--- src/pkg/fault_supervisor_pkg.sv ---
// shared constants and state codes for the led driver fault supervisor
`default_nettype none
package fault_supervisor_pkg;
    localparam int          SHORT_FILTER_CYCLES = 8;
    localparam logic [3:0]  SHORT_CNT_RESET     = 4'h0;
    localparam int          SYNC_WIDTH          = 9;
    localparam logic [8:0]  SYNC_RESET          = 9'h000;
    localparam logic        FLAG_RELEASED       = 1'b1;

    typedef enum logic [2:0] {
        ST_IDLE   = 3'b000,
        ST_SOFT   = 3'b001,
        ST_RUN    = 3'b010,
        ST_SHORT  = 3'b011,
        ST_OPENOV = 3'b100,
        ST_OTEMP  = 3'b101
    } sup_state_t;
endpackage
`default_nettype wire

--- src/core/input_sync.sv ---
// two-flop synchroniser for a bundle of comparator levels
`timescale 1ns/1ns
`default_nettype none
module input_sync (
    input  wire logic                                    clk,
    input  wire logic                                    rst,
    input  wire logic [fault_supervisor_pkg::SYNC_WIDTH-1:0] asyncIn,
    output var  logic [fault_supervisor_pkg::SYNC_WIDTH-1:0] syncOut
);
    logic [fault_supervisor_pkg::SYNC_WIDTH-1:0] stage1_reg;

    // stage1 is read only by the second flop
    always_ff @(posedge clk or posedge rst) begin
        if (rst) begin
            stage1_reg <= fault_supervisor_pkg::SYNC_RESET;
            syncOut    <= fault_supervisor_pkg::SYNC_RESET;
        end else begin
            stage1_reg <= asyncIn;
            syncOut    <= stage1_reg;
        end
    end
endmodule
`default_nettype wire

--- src/core/led_driver_fault_supervisor.sv ---
// fault supervision state machine for the buck-boost led driver
`timescale 1ns/1ns
`default_nettype none
// How it works
// - while idle only overtemperature is reported; gate-supply and enable undervoltage keep it idle
// - short declared after sense below short threshold for 8 cycles
// - short and open-load detection ignored until soft start reaches blanking level
// - short: short flag low, other flag high, gates low, gate supply on
// - short clears: rerun full soft start
// - output overvoltage: open/ov flag low, short flag high, gates low, supply on
// - output overvoltage gone: restart through soft start, release open/ov flag
// - open load needs feedback above rise threshold and low current together
// - open-load detection suppressed while soft start below blanking level
// - after open load restart through soft start; other faults may coexist
// - compensation node held discharged while open load persists
// - input overvoltage: open/ov flag low, short flag high, soft start discharged
// - input overvoltage gone: restart through soft start, release flag
// - overtemperature: both flags low, gates low, supply off, top priority
// - after overtemperature clears, start again through soft start
// - gates off whenever either gate-supply rail is undervoltage
module led_driver_fault_supervisor (
    input  wire logic clk,
    input  wire logic rst,
    input  wire logic enableOk,
    input  wire logic gateSupplyRailOk,
    input  wire logic externalGateSupplyRailOk,
    input  wire logic overTempShutdown,
    input  wire logic outputFeedbackBelowShort,
    input  wire logic outputFeedbackAboveOv,
    input  wire logic outputFeedbackAboveOpenLoad,
    input  wire logic loadCurrentSenseDiffLow,
    input  wire logic inputOvervoltage,
    input  wire logic softstartAboveBlanking,
    input  wire logic softstartDone,
    input  wire logic regulatorGateDemand,
    output var  logic shortFaultFlagN,
    output var  logic shortFaultFlagOe,
    output var  logic openOvFaultFlagN,
    output var  logic openOvFaultFlagOe,
    output var  logic gateEnable,
    output var  logic gateSupplyEnable,
    output var  logic softstartDischarge,
    output var  logic compDischarge
);
    localparam logic [3:0] SHORT_LIMIT = 4'(fault_supervisor_pkg::SHORT_FILTER_CYCLES);

    logic [8:0] rawIn;
    logic [8:0] syncIn;
    assign rawIn = {enableOk, gateSupplyRailOk, externalGateSupplyRailOk, overTempShutdown,
                    outputFeedbackBelowShort, outputFeedbackAboveOv,
                    outputFeedbackAboveOpenLoad, loadCurrentSenseDiffLow, inputOvervoltage};

    input_sync syncInst (
        .clk     (clk),
        .rst     (rst),
        .asyncIn (rawIn),
        .syncOut (syncIn)
    );

    // soft-start comparators and regulation demand are on-chip, same clock
    wire enOk      = syncIn[8];
    wire railsOk   = syncIn[7] & syncIn[6];
    wire oTemp     = syncIn[5];
    wire belowShrt = syncIn[4];
    wire outOv     = syncIn[3];
    wire olVolt    = syncIn[2];
    wire olCurr    = syncIn[1];
    wire inOv      = syncIn[0];

    fault_supervisor_pkg::sup_state_t state_reg;
    fault_supervisor_pkg::sup_state_t state_next;
    logic [3:0] shortCnt_reg;
    logic [3:0] shortCnt_next;

    wire active     = (state_reg != fault_supervisor_pkg::ST_IDLE);
    wire blankingOk = softstartAboveBlanking;
    wire openLoad   = active & blankingOk & olVolt & olCurr;
    wire shortSeen  = (shortCnt_reg >= SHORT_LIMIT);
    wire shortFault = active & shortSeen;
    wire ovFault    = active & (outOv | inOv | openLoad);

    // short counter only runs once the ramp is past blanking
    always_comb begin
        shortCnt_next = SHORT_CNT_RST();
        if (active && blankingOk && belowShrt) begin
            shortCnt_next = shortSeen ? shortCnt_reg : shortCnt_reg + 4'h1;
        end
    end

    function automatic logic [3:0] SHORT_CNT_RST();
        return fault_supervisor_pkg::SHORT_CNT_RESET;
    endfunction

    always_comb begin
        state_next = state_reg;
        case (state_reg)
            fault_supervisor_pkg::ST_IDLE: begin
                if (enOk && railsOk && !oTemp) begin
                    state_next = fault_supervisor_pkg::ST_SOFT;
                end
            end
            fault_supervisor_pkg::ST_SOFT, fault_supervisor_pkg::ST_RUN: begin
                if (shortCnt_next >= SHORT_LIMIT) begin
                    state_next = fault_supervisor_pkg::ST_SHORT;
                end else if (outOv || inOv || openLoad) begin
                    state_next = fault_supervisor_pkg::ST_OPENOV;
                end else if (state_reg == fault_supervisor_pkg::ST_SOFT && softstartDone) begin
                    state_next = fault_supervisor_pkg::ST_RUN;
                end
            end
            fault_supervisor_pkg::ST_SHORT: begin
                if (!belowShrt) begin
                    state_next = fault_supervisor_pkg::ST_SOFT;
                end
            end
            fault_supervisor_pkg::ST_OPENOV: begin
                // restart through soft start only once all three causes have cleared
                if (!outOv && !inOv && !(olVolt && olCurr)) begin
                    state_next = fault_supervisor_pkg::ST_SOFT;
                end
            end
            fault_supervisor_pkg::ST_OTEMP: begin
                if (!oTemp) begin
                    state_next = fault_supervisor_pkg::ST_IDLE;
                end
            end
            default: state_next = fault_supervisor_pkg::ST_IDLE;
        endcase
        // overtemperature overrules everything, undervoltage drops to idle
        if (oTemp) begin
            state_next = fault_supervisor_pkg::ST_OTEMP;
        end else if (!enOk || !railsOk) begin
            state_next = fault_supervisor_pkg::ST_IDLE;
        end
    end

    wire inOtemp   = (state_next == fault_supervisor_pkg::ST_OTEMP);
    wire inShort   = (state_next == fault_supervisor_pkg::ST_SHORT);
    wire inOpenOv  = (state_next == fault_supervisor_pkg::ST_OPENOV);
    wire switching = (state_next == fault_supervisor_pkg::ST_SOFT)
                   | (state_next == fault_supervisor_pkg::ST_RUN);

    always_ff @(posedge clk or posedge rst) begin
        if (rst) begin
            state_reg          <= fault_supervisor_pkg::ST_IDLE;
            shortCnt_reg       <= fault_supervisor_pkg::SHORT_CNT_RESET;
            shortFaultFlagN    <= fault_supervisor_pkg::FLAG_RELEASED;
            shortFaultFlagOe   <= 1'b0;
            openOvFaultFlagN   <= fault_supervisor_pkg::FLAG_RELEASED;
            openOvFaultFlagOe  <= 1'b0;
            gateEnable         <= 1'b0;
            gateSupplyEnable   <= 1'b0;
            softstartDischarge <= 1'b1;
            compDischarge      <= 1'b0;
        end else begin
            state_reg          <= state_next;
            shortCnt_reg       <= shortCnt_next;
            shortFaultFlagN    <= !(inOtemp | inShort);
            shortFaultFlagOe   <= inOtemp | inShort;
            openOvFaultFlagN   <= !(inOtemp | inOpenOv);
            openOvFaultFlagOe  <= inOtemp | inOpenOv;
            gateEnable         <= switching & railsOk & regulatorGateDemand;
            gateSupplyEnable   <= !inOtemp;
            softstartDischarge <= !switching;
            compDischarge      <= inOpenOv & olVolt & olCurr;
        end
    end

    // ---------------- assertions
    short_filter_a: assert property (@(posedge clk) disable iff (rst)
        $rose(state_reg == fault_supervisor_pkg::ST_SHORT) |-> shortCnt_reg == SHORT_LIMIT)
        else $error("short declared without full filter");
    short_blank_a: assert property (@(posedge clk) disable iff (rst)
        !blankingOk |=> shortCnt_reg == 4'h0)
        else $error("short counted during blanking");
    short_flags_a: assert property (@(posedge clk) disable iff (rst)
        state_reg == fault_supervisor_pkg::ST_SHORT |-> !shortFaultFlagN && openOvFaultFlagN
        && !gateEnable && gateSupplyEnable)
        else $error("short outputs wrong");
    openov_flags_a: assert property (@(posedge clk) disable iff (rst)
        state_reg == fault_supervisor_pkg::ST_OPENOV |-> shortFaultFlagN && !openOvFaultFlagN
        && !gateEnable && softstartDischarge)
        else $error("open or overvoltage outputs wrong");
    otemp_flags_a: assert property (@(posedge clk) disable iff (rst)
        oTemp |=> state_reg == fault_supervisor_pkg::ST_OTEMP && !shortFaultFlagN
        && !openOvFaultFlagN && !gateSupplyEnable)
        else $error("overtemperature not dominant");
    idle_quiet_a: assert property (@(posedge clk) disable iff (rst)
        state_reg == fault_supervisor_pkg::ST_IDLE |-> shortFaultFlagN && openOvFaultFlagN
        && !gateEnable)
        else $error("fault reported while idle");
    rail_gate_a: assert property (@(posedge clk) disable iff (rst)
        !railsOk |=> !gateEnable)
        else $error("gates on with rail low");
    comp_hold_a: assert property (@(posedge clk) disable iff (rst)
        state_reg == fault_supervisor_pkg::ST_OPENOV && $past(olVolt && olCurr) |-> compDischarge)
        else $error("comp not discharged in open load");
    short_restart_a: assert property (@(posedge clk) disable iff (rst)
        state_reg == fault_supervisor_pkg::ST_SHORT && !belowShrt && !oTemp && enOk && railsOk
        |=> state_reg == fault_supervisor_pkg::ST_SOFT)
        else $error("no soft start after short");

    short_c: cover property (@(posedge clk) state_reg == fault_supervisor_pkg::ST_SHORT);
    openov_c: cover property (@(posedge clk) state_reg == fault_supervisor_pkg::ST_OPENOV);
    otemp_c: cover property (@(posedge clk) state_reg == fault_supervisor_pkg::ST_OTEMP);
    run_c: cover property (@(posedge clk) state_reg == fault_supervisor_pkg::ST_RUN);
endmodule
`default_nettype wire

--- config.mk ---
export PLATFORM = sky130hd
export DESIGN_NAME = led_driver_fault_supervisor
export DESIGN_NICKNAME = d
export VERILOG_FILES = /design/src/pkg/fault_supervisor_pkg.sv /design/src/core/input_sync.sv /design/src/core/led_driver_fault_supervisor.sv
export SDC_FILE = /design/constraint.sdc
export NUM_CORES = 1
export LEC_CHECK = 0
export BUFFER_PORTS_ARGS = -buffer_cell sky130_fd_sc_hd__buf_2
export CAP_MARGIN = 15
export CORE_MARGIN = 2
export CORE_UTILIZATION = 39
export CTS_BUF_LIST = sky130_fd_sc_hd__clkbuf_8 sky130_fd_sc_hd__clkbuf_16
export CTS_CLUSTER_SIZE = 20
export DETAILED_ROUTE_END_ITERATION = 16
export SYNTH_ARGS = -nofsm -noshare
export SYNTH_HDL_FRONTEND = slang
export SYNTH_HIERARCHICAL = 1
export SYNTH_SLANG_ARGS = --single-unit
export TNS_END_PERCENT = 100
--- constraint.sdc ---
create_clock -name clk -period 3.5 [get_ports clk]
set_input_delay 0.35 -clock clk [delete_from_list [all_inputs] [get_ports clk]]
set_output_delay 0.35 -clock clk [all_outputs]
set_load 0.05 [all_outputs]
* Word-level counts from Yosys, hierarchy flattened
Index checks and enable logic that the tools add are counted.
** Storage, ports and cells
- Input bits :: 14
- Word-level logic and storage cells :: 70
- Output and inout bits :: 8
- Flip-flop bits (word level) :: 33
** Operators by class
- Muxes and demuxes :: 11
- Equal/unequal tests :: 9
- Bitwise logic cells :: 11
- $add $sub $neg :: 1
- Reductions and logical operators :: 24
- $lt $le $gt $ge :: 2
** Operators by type and width (number)
- 2-to-1 mux 3 bit :: 8
- == test 3 x 2 -> 1 bit, second input constant :: 4
- one-hot mux 3 bit (4 select lines) :: 1
- zero test 1 bit :: 10
- == test 3 bit, second input constant :: 3
- bitwise AND 1 bit :: 8
- >= comparator 4 bit, second input constant :: 2
- logical AND 1 bit :: 8
- 2-to-1 mux 4 bit :: 2
- == test 3 x 1 -> 1 bit, second input constant :: 2
- adder 4 x 1 -> 4 bit, second input constant :: 1
- zero test 3 bit :: 1
- logical OR 1 bit :: 3
- bitwise OR 1 bit :: 3
- nonzero test 3 bit :: 1
- OR reduction 2 bit :: 1

* Longest topological paths before layout
Gate-level depths: netlist (run 1).
- Depth in word-level cells :: 14
- Mapped depth :: 8
- Gate-level depth less buffers :: 7

* Cells and area by module
The synthesis (run 1) kept the hierarchy.
** Modules (own cells, without submodules)
- led_driver_fault_supervisor :: times used 1, area an instance 749.5 um2, cells each 68, seq. area each 379.1 um2
- input_sync :: times used 1, area an instance 454.2 um2, cells each 19, seq. area each 450.4 um2

* Least setup slack after synthesis (run 1)
OpenSTA, ideal clock, no wires.
- Path type :: input to register
- Start :: input port softstartAboveBlanking
- End :: register gateEnable
- Stages on the path :: 6
- Data required time :: 3420 ps
- Slack :: 1758 ps
- Library setup time :: 80 ps
- Buffers on the path :: 0
- Arrival :: 1662 ps
- Cell sequence :: a311o_1 -> a311oi_2 -> o21ai_2 -> a32oi_4 -> xor2_1 -> nor3b_2
** Between the ends
- Word-level cells in the longest chain between the ends :: 13
- Elaborated cells on any way between the ends :: 18
- Those cells by class :: order compare (1); eq/ne (2); mux (6); bitwise (6); reduce/logical (3)
** Ends and longest elaborated chain
- start: declaration :: line led_driver_fault_supervisor.sv:33 : input wire logic softstartAboveBlanking,
- branches (longest 5 deep; another with >= comparator 4 bit)
- 2-to-1 mux 3 bit * :: line led_driver_fault_supervisor.sv:103 : if (shortCnt_next >= SHORT_LIMIT) begin
- one-hot mux 3 bit (4 select lines) * :: line led_driver_fault_supervisor.sv:96 : case (state_reg)
- 2-to-1 mux 3 bit * :: line led_driver_fault_supervisor.sv:132 : end else if (!enOk || !railsOk) begin
- 2-to-1 mux 3 bit * :: line led_driver_fault_supervisor.sv:130 : if (oTemp) begin
- named net state_next[0] :: line led_driver_fault_supervisor.sv:71 : fault_supervisor_pkg::sup_state_t state_next;
- == test 3 x 1 -> 1 bit / == test 3 x 2 -> 1 bit (equally long branches) :: line led_driver_fault_supervisor.sv:140, led_driver_fault_supervisor.sv:141
- bitwise OR 1 bit * :: line led_driver_fault_supervisor.sv:141 : | (state_next == fault_supervisor_pkg::ST_RUN);
- bitwise AND 1 bit * (2 in series) :: line led_driver_fault_supervisor.sv:162 : gateEnable <= switching & railsOk & regulatorGateDemand;
- end signal: assignment :: line led_driver_fault_supervisor.sv:162
- end: declaration :: line led_driver_fault_supervisor.sv:40 : output var logic gateEnable,
Mark *: on every way through the listed nets, which the timed path passes.

* Worst setup path in the final report (run 1)
- Start :: register state_reg[1]
- End :: register gateEnable
** Between the ends
- Elaborated cells on any way between the ends :: 30
- Those cells by class :: order compare (1); eq/ne (6); mux (10); bitwise (6); reduce/logical (7)
** RTL lines
- start: declaration :: line led_driver_fault_supervisor.sv:70 : fault_supervisor_pkg::sup_state_t state_reg;
- start signal: assignment :: line led_driver_fault_supervisor.sv:145 : state_reg <= fault_supervisor_pkg::ST_IDLE;
- start signal: assignment :: line led_driver_fault_supervisor.sv:156 : state_reg <= state_next;
- nonzero test 3 bit * :: line led_driver_fault_supervisor.sv:75 : wire active = (state_reg != fault_supervisor_pkg::ST_IDLE);
- logical AND 1 bit * (2 in series) :: line led_driver_fault_supervisor.sv:85 : if (active && blankingOk && belowShrt) begin
- 2-to-1 mux 4 bit * :: line led_driver_fault_supervisor.sv:85
- named net shortCnt_next[3] :: line led_driver_fault_supervisor.sv:73 : logic [3:0] shortCnt_next;
- >= comparator 4 bit * :: line led_driver_fault_supervisor.sv:103
- 2-to-1 mux 3 bit * :: line led_driver_fault_supervisor.sv:103
- one-hot mux 3 bit (4 select lines) * :: line led_driver_fault_supervisor.sv:96
- 2-to-1 mux 3 bit * :: line led_driver_fault_supervisor.sv:132
- 2-to-1 mux 3 bit * :: line led_driver_fault_supervisor.sv:130
- named net state_next[2] :: line led_driver_fault_supervisor.sv:71
- == test 3 x 1 -> 1 bit / == test 3 x 2 -> 1 bit (equally long branches) :: line led_driver_fault_supervisor.sv:140, led_driver_fault_supervisor.sv:141
- bitwise OR 1 bit * :: line led_driver_fault_supervisor.sv:141
- bitwise AND 1 bit * (2 in series) :: line led_driver_fault_supervisor.sv:162
The timed path passes the listed nets; every way through them passes the cells marked *.

==> metrics.cfg, run 1 <==
[placement]
port_buffers = 21
place_hpwl_microns = 1350
place.gp.congestion = 0.838

[critical_path]
reg2reg_to = gateEnable$_DFF_PP0_
crit_type = reg2reg
cp.required_ns = 3.68
crit_chain = o311ai_2 > nor2_2 > nand3b_1 > a21o_1 > and2_1 > inv_1 > nor3b_2
worstReg2RegStart = state_reg[1]$_DFF_PP0_
slowest_stage = o311ai_2
worst-r2r-cell-count = 7
slowest_delay_ns = 0.47
cp_max_fo = 6
path_buf_inv = 1
critPathArrivalTime_ns = 2.02
path_delay_family = compound AO/OA/AOI/OAI gates
reg2reg_slack_ns = 1.66
crit_path_end_kind = register
cp-start-kind = register
cp.depth = 7

[layout]
final_nets = 130
syn2layout_area_growth_pct = 18.5
layout_common_cells = dfrtp_1 (30), buf_2 (21), inv_1 (13)
layout_commonest_cell = dfrtp_1
antenna_cells = 0
final_util_pct = 47.5
drive_above_1_share_pct = 33.0

[floorplan]
core_region_area_sq_mm = 0.00300
initial_core_util_pct = 40.1
rows = 20
pin_count = 22
dieHeight_microns = 59.6
die_area_sq_mm = 0.00355
die_x_microns = 59.6

[cts]
tritoncts = yes
cts_buffers = 5
htree_num_levels = 2
root_buffer = clkbuf_8
path_clk_slew_ns = 0.07
cts_resized = 0
clk_path_buf_depth = 2
hold_buffers = 0
clk-insertion-delay-late_ns = 0.28
clock_sinks = 33
postCtsSetupRepairBufs = 0

[timing]
max-slew-margin-rel_pct = 58.0
rsz0062_at_grt = no
max_freq_mhz = 542
maxSlewViolCount = 0
setup_viol = 0
skew_ns = 0.00755
min_period_ns = 1.84
finalCritPeriodShare_pct = 52.7
tightest_slew_ns = 0.630
final_hold_viol_count = 0
tns_ns = 0

[detailed_routing]
drtPass1Iterations = 2
dr.first_iter.drc_count = 2
ant_nets = 0
wl_per_cell_microns = 12.3
viasPerCell = 4.81
drt_wl_total_microns = 1830
vias = 712
drc = 0

[global_route]
grt_pass1_wl_microns = 3140
grt_pass1_vias = 781
grt_overflow = 0
grt_max_degree = 19
track_usage_pct = 13.3
antenna_found_initial = 0

[yosys]
yosys_warnings = 6
synth_cells = 87
yosysTopAreaCell = dfrtp_1
ys_top_cells_by_area = dfrtp_1 (62%), dfstp_2 (6.5%), inv_1 (3.4%)
yosys.area.top_type_share_pct = 62.4
synth_cell_types = 31
syn_area_per_cell_sq_um = 13.8
synthesis.area_sq_mm = 0.00120
ys_seq_area_share_pct = 68.9
ys_ff_latch = 33
synth_nets = 103

[flow_run]
cap_viol_max_count = 0

[outcome]
status = completed

[pwr]
leakage_nw = 0.661
peakVddDrop_v = 0.000263
p_per_area_mw_per_mm2 = 511

[min_path]
hold_path_class = in2async

power breakdown:
| part | switching [W] | total (W) | internal (W) |
|---|---|---|---|
| logic | 0.0000389 | 0.0000568 | 0.0000179 |
| clock network | 0.000127 | 0.000262 | 0.000134 |
| registers | 0.0000102 | 0.000410 | 0.000400 |
final cells by class:
| type | instances | area [sq um] |
|---|---|---|
| fillers | 278 | 1580 |
| flip-flops and latches | 33 | 830 |
| multi-input cells | 42 | 325 |
| repair buffers | 21 | 105 |
| clock buffers | 5 | 68.8 |
| inverters | 11 | 41.3 |
| well taps | 33 | 41.3 |
| clock inverters | 3 | 15.0 |
how the worst max path moves through the flow:
stage,from,to
final,state_reg[1]$_DFF_PP0_,gateEnable$_DFF_PP0_
after global routing,state_reg[1]$_DFF_PP0_,gateEnable$_DFF_PP0_
after CTS,state_reg[1]$_DFF_PP0_,gateEnable$_DFF_PP0_
after detailed placement,softstartAboveBlanking,gateEnable$_DFF_PP0_
after global placement,softstartAboveBlanking,gateEnable$_DFF_PP0_
after floorplan,softstartAboveBlanking,gateEnable$_DFF_PP0_
metal layers:
layer,vias to the layer above,GRT usage (%),share of wire (%)
li1,341,-,-
met3,5,7.21,5.0
met5,-,0,0
met2,18,22.3,53
met1,348,12.1,38
met4,0,9.52,3.4
Yosys cell counts:
| library cell | number |
|---|---|
| o311ai_2 | 1 |
| nor2b_1 | 1 |
| o21ai_0 | 1 |
| a311oi_2 | 1 |
| nor3b_2 | 1 |
| nor2_2 | 2 |
| a21o_1 | 1 |
| buf_4 | 1 |
| mux2i_1 | 1 |
| ha_1 | 2 |
| nand2_1 | 2 |
| a21oi_1 | 2 |
| a211oi_2 | 1 |
| nand3_1 | 3 |
| a32oi_4 | 1 |
| nor3_1 | 1 |
| a311o_1 | 1 |
| nand4_1 | 1 |
| o21ai_1 | 1 |
| inv_1 | 11 |
| dfrtp_1 | 30 |
| xor2_1 | 2 |
| o21bai_1 | 1 |
| o21ai_2 | 1 |
| nand3b_1 | 2 |
| nor2_1 | 6 |
| xnor2_1 | 2 |
| a211o_1 | 1 |
| dfstp_2 | 3 |
| a31oi_1 | 2 |
| and2_1 | 1 |
cell families after synthesis:
family / count (synthesis) / synth area share, %
DFF: 33 / 68.9
and+or+nand+nor: 20 / 9.04
AOI/OAI and AO/OA: 15 / 12.2
buffers and inverters: 12 / 4.05
xor gates and xnor gates: 4 / 2.91
adders and majority gates: 2 / 2.08
muxes: 1 / 0.832
worst reg2reg max path, delay by kind of cell (launching register included):
family,cells,cell delay (ns)
flip-flops,1,0.46
buffers and inverters,1,0.09
AO/OA/AOI/OAI,2,0.64
AND/OR/NAND/NOR,4,0.55
per-stage QoR:
stage | setup slack [ns] | hold WS (ns) | cell area [sq um] | total power (W) | std cells
6_report | 1.66 | 0.108 | 1430 | 0.000729 | 148
5_1_grt | 1.52 | 0.150 | 1430 | 0.000771 | 148
4_1_cts | 1.64 | 0.127 | 1430 | 0.000742 | 148
3_5_place_dp | 1.55 | 0.336 | 1340 | 0.000475 | 140
3_3_place_gp | 1.57 | 0.332 | 1340 | 0.000473 | 140
2_1_floorplan | 1.76 | 0.249 | 1200 | 0.000457 | 87
No activity file was read; power rests on OpenSTA's default activity.
==> inputs of run 2 (changes only) <==
Clock period 3.5 ns to 1.7 ns, I/O delays scaled along.
==> run 2 against run 1 <==
- the run now ends with negative setup slack left
- wire length increased by 10%
- utilization increased by 7.5 points
- clock power increased to 2.8 times the previous value
- sequential power increased by 110%
- first-iteration DRC count increased to 11 times the previous value
- die area unchanged
- fmax about the same
- hold slack improved by 0.033 ns
- register-to-register slack got worse by 1.8 ns
- sequential cell count unchanged
- clock skew decreased by 0.00071 ns
- critical endpoint unchanged
==> metrics.cfg, run 2 (same netlist as run 1, synthesis figures left out) <==
[timing]
finalWorstSetupSlack_ns = -0.144
holdWs_ns = 0.142
tns_ns = -0.279
max-slew-margin-rel_pct = 58.6
max_freq_mhz = 542
skew_ns = 0.00684
tightest_slew_ns = 0.620
min_period_ns = 1.84
setup_viol = 3
maxSlewViolCount = 0
finalCritPeriodShare_pct = 108
rsz0062_at_grt = yes
final_hold_viol_count = 0

[cts]
clk_path_buf_depth = 2
clk-insertion-delay-late_ns = 0.28
tritoncts = yes
htree_num_levels = 2
root_buffer = clkbuf_8
path_clk_slew_ns = 0.07
clock_sinks = 33
cts_buffers = 5

[floorplan]
pin_count = 22
core_region_area_sq_mm = 0.00300
initial_core_util_pct = 40.1
rows = 20
dieHeight_microns = 59.6
die_area_sq_mm = 0.00355
die_x_microns = 59.6

[global_route]
antenna_found_initial = 0
grt_pass1_vias = 830
grt_overflow = 0
grt_pass1_wl_microns = 3280
grt_max_degree = 19
track_usage_pct = 13.4

[layout]
syn2layout_area_growth_pct = 37.2
antenna_cells = 0
layout_common_cells = dfrtp_1 (27), buf_2 (21), inv_1 (12)
drive_above_1_share_pct = 40.3
final_cells = 167
multi_input_area_sq_um = 347
final_nets = 149
fillers = 258
seq_area_sq_um = 833
layout_commonest_cell = dfrtp_1

[detailed_routing]
vias = 787
viasPerCell = 4.71
drtPass1Iterations = 4
dr.first_iter.drc_count = 22
drc = 0
wl_per_cell_microns = 12.0
drt_wl_total_microns = 2010
ant_nets = 0

[critical_path]
crit_type = reg2reg
cp.required_ns = 1.91
cp-start-kind = register
cp_max_fo = 3
crit_path_end_kind = register
reg2reg_slack_ns = -0.14
critPathArrivalTime_ns = 2.05

[pwr]
p_per_area_mw_per_mm2 = 1060
leakage_nw = 0.760
peakVddDrop_v = 0.000613
fin_total_pwr_w = 0.00175

[placement]
port_buffers = 21
dp_cells = 144
place.gp.congestion = 0.871
place_hpwl_microns = 1350

[flow_run]
cap_viol_max_count = 0

[outcome]
violations = negative setup slack
status = finished with violations

[min_path]
hold_path_class = in2reg

==> run 2: area by class of cell <==
cell class / count / area share (%)
clock buffer: 6 / 5.00
clock inverter: 2 / 2.05
inverter: 11 / 2.50
multi-input combinational: 42 / 21.0
sequential: 33 / 50.5
tap: 33 / 2.50
timing repair buffer: 40 / 16.5
==> run 2: critical path, cell delays in order, from the launching register on <==
cell and delay, ns:
dfrtp_1 0.38, a311o_1 0.39, a311oi_2 0.23, o21ai_2 0.10, a32oi_4 0.26, xor2_1 0.21
nor3b_2 0.19
==> run 2: metal layers <==
metal / part of all wire, % / up-vias / wire (microns) / track usage [%]
li1: - / 379 / - / -
met2: 55 / 20 / 1100 / 23.1
met5: 0 / - / 0 / 0
met1: 36 / 380 / 730 / 12.4
met3: 4.7 / 8 / 95 / 5.90
met4: 4.1 / 0 / 83 / 9.21
==> run 2: power breakdown <==
part           switching, W  internal, W
clock network      0.000267     0.000471
registers         0.0000200     0.000824
logic             0.0000923    0.0000709
==> run 2: worst paths after layout <==
check / from / endpoint / depth (start not counted)
setup / recovery: syncInst/syncOut[2]$_DFF_PP0_ / gateEnable$_DFF_PP0_ / 6
hold / removal: regulatorGateDemand / gateEnable$_DFF_PP0_ / 3
setup reg to reg: syncInst/syncOut[2]$_DFF_PP0_ / gateEnable$_DFF_PP0_ / 6
hold reg to reg: syncInst/stage1_reg[5]$_DFF_PP0_ / syncInst/syncOut[5]$_DFF_PP0_ / 0
max in group asynchronous: rst / syncInst/syncOut[8]$_DFF_PP0_ / 3
min in group asynchronous: rst / shortCnt_reg[2]$_DFF_PP0_ / 3
==> run 2: timing repair <==
item | 4_1_cts | 5_1_grt
hold buffers | 10 | 0
pin swaps | 0 | 2
resized for setup | 1 | 7
hold endpoints to repair | 39 | 0
setup endpoints to repair | 3 | 7
setup buffers | 2 | 3
==> run 2: stage by stage <==
step	utilization, %	worst slack, ns	instance area, sq um
final	55.0	-0.144	1650
after global routing	55.0	-0.199	1650
after CTS	53.5	-0.123	1610
after detailed placement	45.7	-0.118	1370
after global placement	45.7	-0.0446	1370
after floorplan	-	-0.00736	1200
==> inputs of run 3 (changes only) <==
Clock period 1.7 ns to 2 ns, I/O delays scaled along.
==> run 3 against run 2 <==
- the flow now finishes without violations
- wire length shrank 7.9%
- die area is the same
- hold slack worse by 0.12 ns
- total power shrank 26%
- combinational power decreased by 36%
- via count shrank 9.7%
- largest cell class unchanged
- global-route usage shrank 0.33 points
- clock skew down 0.0018 ns
==> metrics.cfg, run 3 (same netlist as run 1, synthesis figures left out) <==
[outcome]
status = completed

[global_route]
grt_pass1_vias = 810
grt_pass1_wl_microns = 3270
track_usage_pct = 13.0
grt_max_degree = 19
grt_overflow = 0
antenna_found_initial = 0

[layout]
final_nets = 132
layout_commonest_cell = dfrtp_1
final_design_area_no_fill_sq_mm = 0.00145
layout_common_cells = dfrtp_1 (30), buf_2 (21), inv_1 (11)
fillers = 286
final_cells = 150
antenna_cells = 0
drive_above_1_share_pct = 35.0
syn2layout_area_growth_pct = 20.2

[critical_path]
cp.required_ns = 2.20
cp_max_fo = 4
path_delay_family = compound AO/OA/AOI/OAI gates
crit_path_end_kind = register
worstReg2RegStart = syncInst/syncOut[3]$_DFF_PP0_
slowest_delay_ns = 0.38
slowest_stage = dfrtp_1
reg2reg_to = gateEnable$_DFF_PP0_
reg2reg_slack_ns = 0.18
worst-r2r-cell-count = 6
crit_chain = a311o_1 > a311oi_2 > o21ai_2 > a32oi_4 > xor2_1 > nor3b_2
critPathArrivalTime_ns = 2.02
cp-start-kind = register
path_buf_inv = 0
crit_type = reg2reg

[floorplan]
die_x_microns = 59.6
dieHeight_microns = 59.6
rows = 20
pin_count = 22
initial_core_util_pct = 40.1
core_region_area_sq_mm = 0.00300
die_area_sq_mm = 0.00355

[placement]
port_buffers = 21
post_dp_cell_area_sq_mm = 0.00135
dp_cells = 141
place_hpwl_microns = 1360
place.gp.congestion = 0.793
post-place-ws_ns = 0.173

[cts]
path_clk_slew_ns = 0.07
clock_sinks = 33
clk-insertion-delay-late_ns = 0.28
htree_num_levels = 2
root_buffer = clkbuf_8
cts_buffers = 5
cts_resized = 0
tritoncts = yes
clk_path_buf_depth = 2

[timing]
tightest_slew_ns = 0.632
rsz0062_at_grt = no
setup_viol = 0
min_period_ns = 1.82
skew_ns = 0.00501
final_hold_viol_count = 0
maxSlewViolCount = 0
tns_ns = 0
finalCritPeriodShare_pct = 90.9
max_freq_mhz = 550
finalWorstSetupSlack_ns = 0.182
max-slew-margin-rel_pct = 57.8

[detailed_routing]
drtPass1Iterations = 6
dr.first_iter.drc_count = 6
vias = 711
drt_wl_total_microns = 1850
viasPerCell = 4.74
wl_per_cell_microns = 12.3
drc = 0
ant_nets = 0

[flow_run]
cap_viol_max_count = 0

[min_path]
hold_path_class = in2reg
hold_depth = 1
hold-path-endpoint = syncInst/stage1_reg[8]$_DFF_PP0_
hold_start = enableOk

[pwr]
leakage_nw = 0.667
p_per_area_mw_per_mm2 = 895
peakVddDrop_v = 0.000484
fin_total_pwr_w = 0.00129

[run 3: cell count changes in the layout (fill, tap and decap cells not counted), moves of 2 or more]
cell           change
dlygate4sd3_1      -9
buf_4              -8
dfrtp_1            +3
dfrtp_2            -3
clkinv_2           +2
[run 3: through the flow]
step,hold slack (ns),utilization [%]
after global placement,0.276,45.0
after CTS,0.0138,48.2
after floorplan,0.0993,-
final,0.0239,48.2
after detailed placement,0.278,45.0
after global routing,0.00439,48.2
[run 3: report_power, final]
part / internal (W) / switching (W) / leakage (nW) / total, W
clock: 0.000239 / 0.000233 / 0.0439 / 0.000472
sequential: 0.000700 / 0.0000181 / 0.397 / 0.000718
combinational: 0.0000341 / 0.0000699 / 0.225 / 0.000104
[run 3: per-layer routing]
| layer | share of wire [%] | track usage (%) | vias to the layer above |
|---|---|---|---|
| met5 | 0 | 0 | - |
| met4 | 1.5 | 7.62 | 0 |
| met3 | 5.4 | 5.24 | 3 |
| met2 | 54 | 23.2 | 24 |
| met1 | 39 | 12.4 | 339 |
| li1 | - | - | 345 |
[run 3: worst max path at each step]
stage	to	cells past startpoint	startpoint	slack, ns
4_1_cts	gateEnable$_DFF_PP0_	6	syncInst/syncOut[2]$_DFF_PP0_	0.12
2_1_floorplan	gateEnable$_DFF_PP0_	6	syncInst/syncOut[2]$_DFF_PP0_	0.27
3_5_place_dp	gateEnable$_DFF_PP0_	6	syncInst/syncOut[2]$_DFF_PP0_	0.17
6_report	gateEnable$_DFF_PP0_	6	syncInst/syncOut[3]$_DFF_PP0_	0.18
3_3_place_gp	gateEnable$_DFF_PP0_	6	syncInst/syncOut[2]$_DFF_PP0_	0.20
5_1_grt	gateEnable$_DFF_PP0_	6	syncInst/syncOut[2]$_DFF_PP0_	0.002
[run 3: layout make-up]
cell class / instances / area, sq um / area share [%]
sequential: 33 / 830 / 57.4
multi-input combinational: 42 / 325 / 22.5
clock buffer: 5 / 68.8 / 4.76
tap: 33 / 41.3 / 2.85
clock inverter: 3 / 17.5 / 1.21
timing repair buffer: 23 / 123 / 8.48
inverter: 11 / 41.3 / 2.85
[run 3: timing repair]
action,in CTS,in global routing
hold buffers,1,0
endpoints found under the hold margin,12,0
buffers inserted,0,0
setup endpoints to repair,0,1
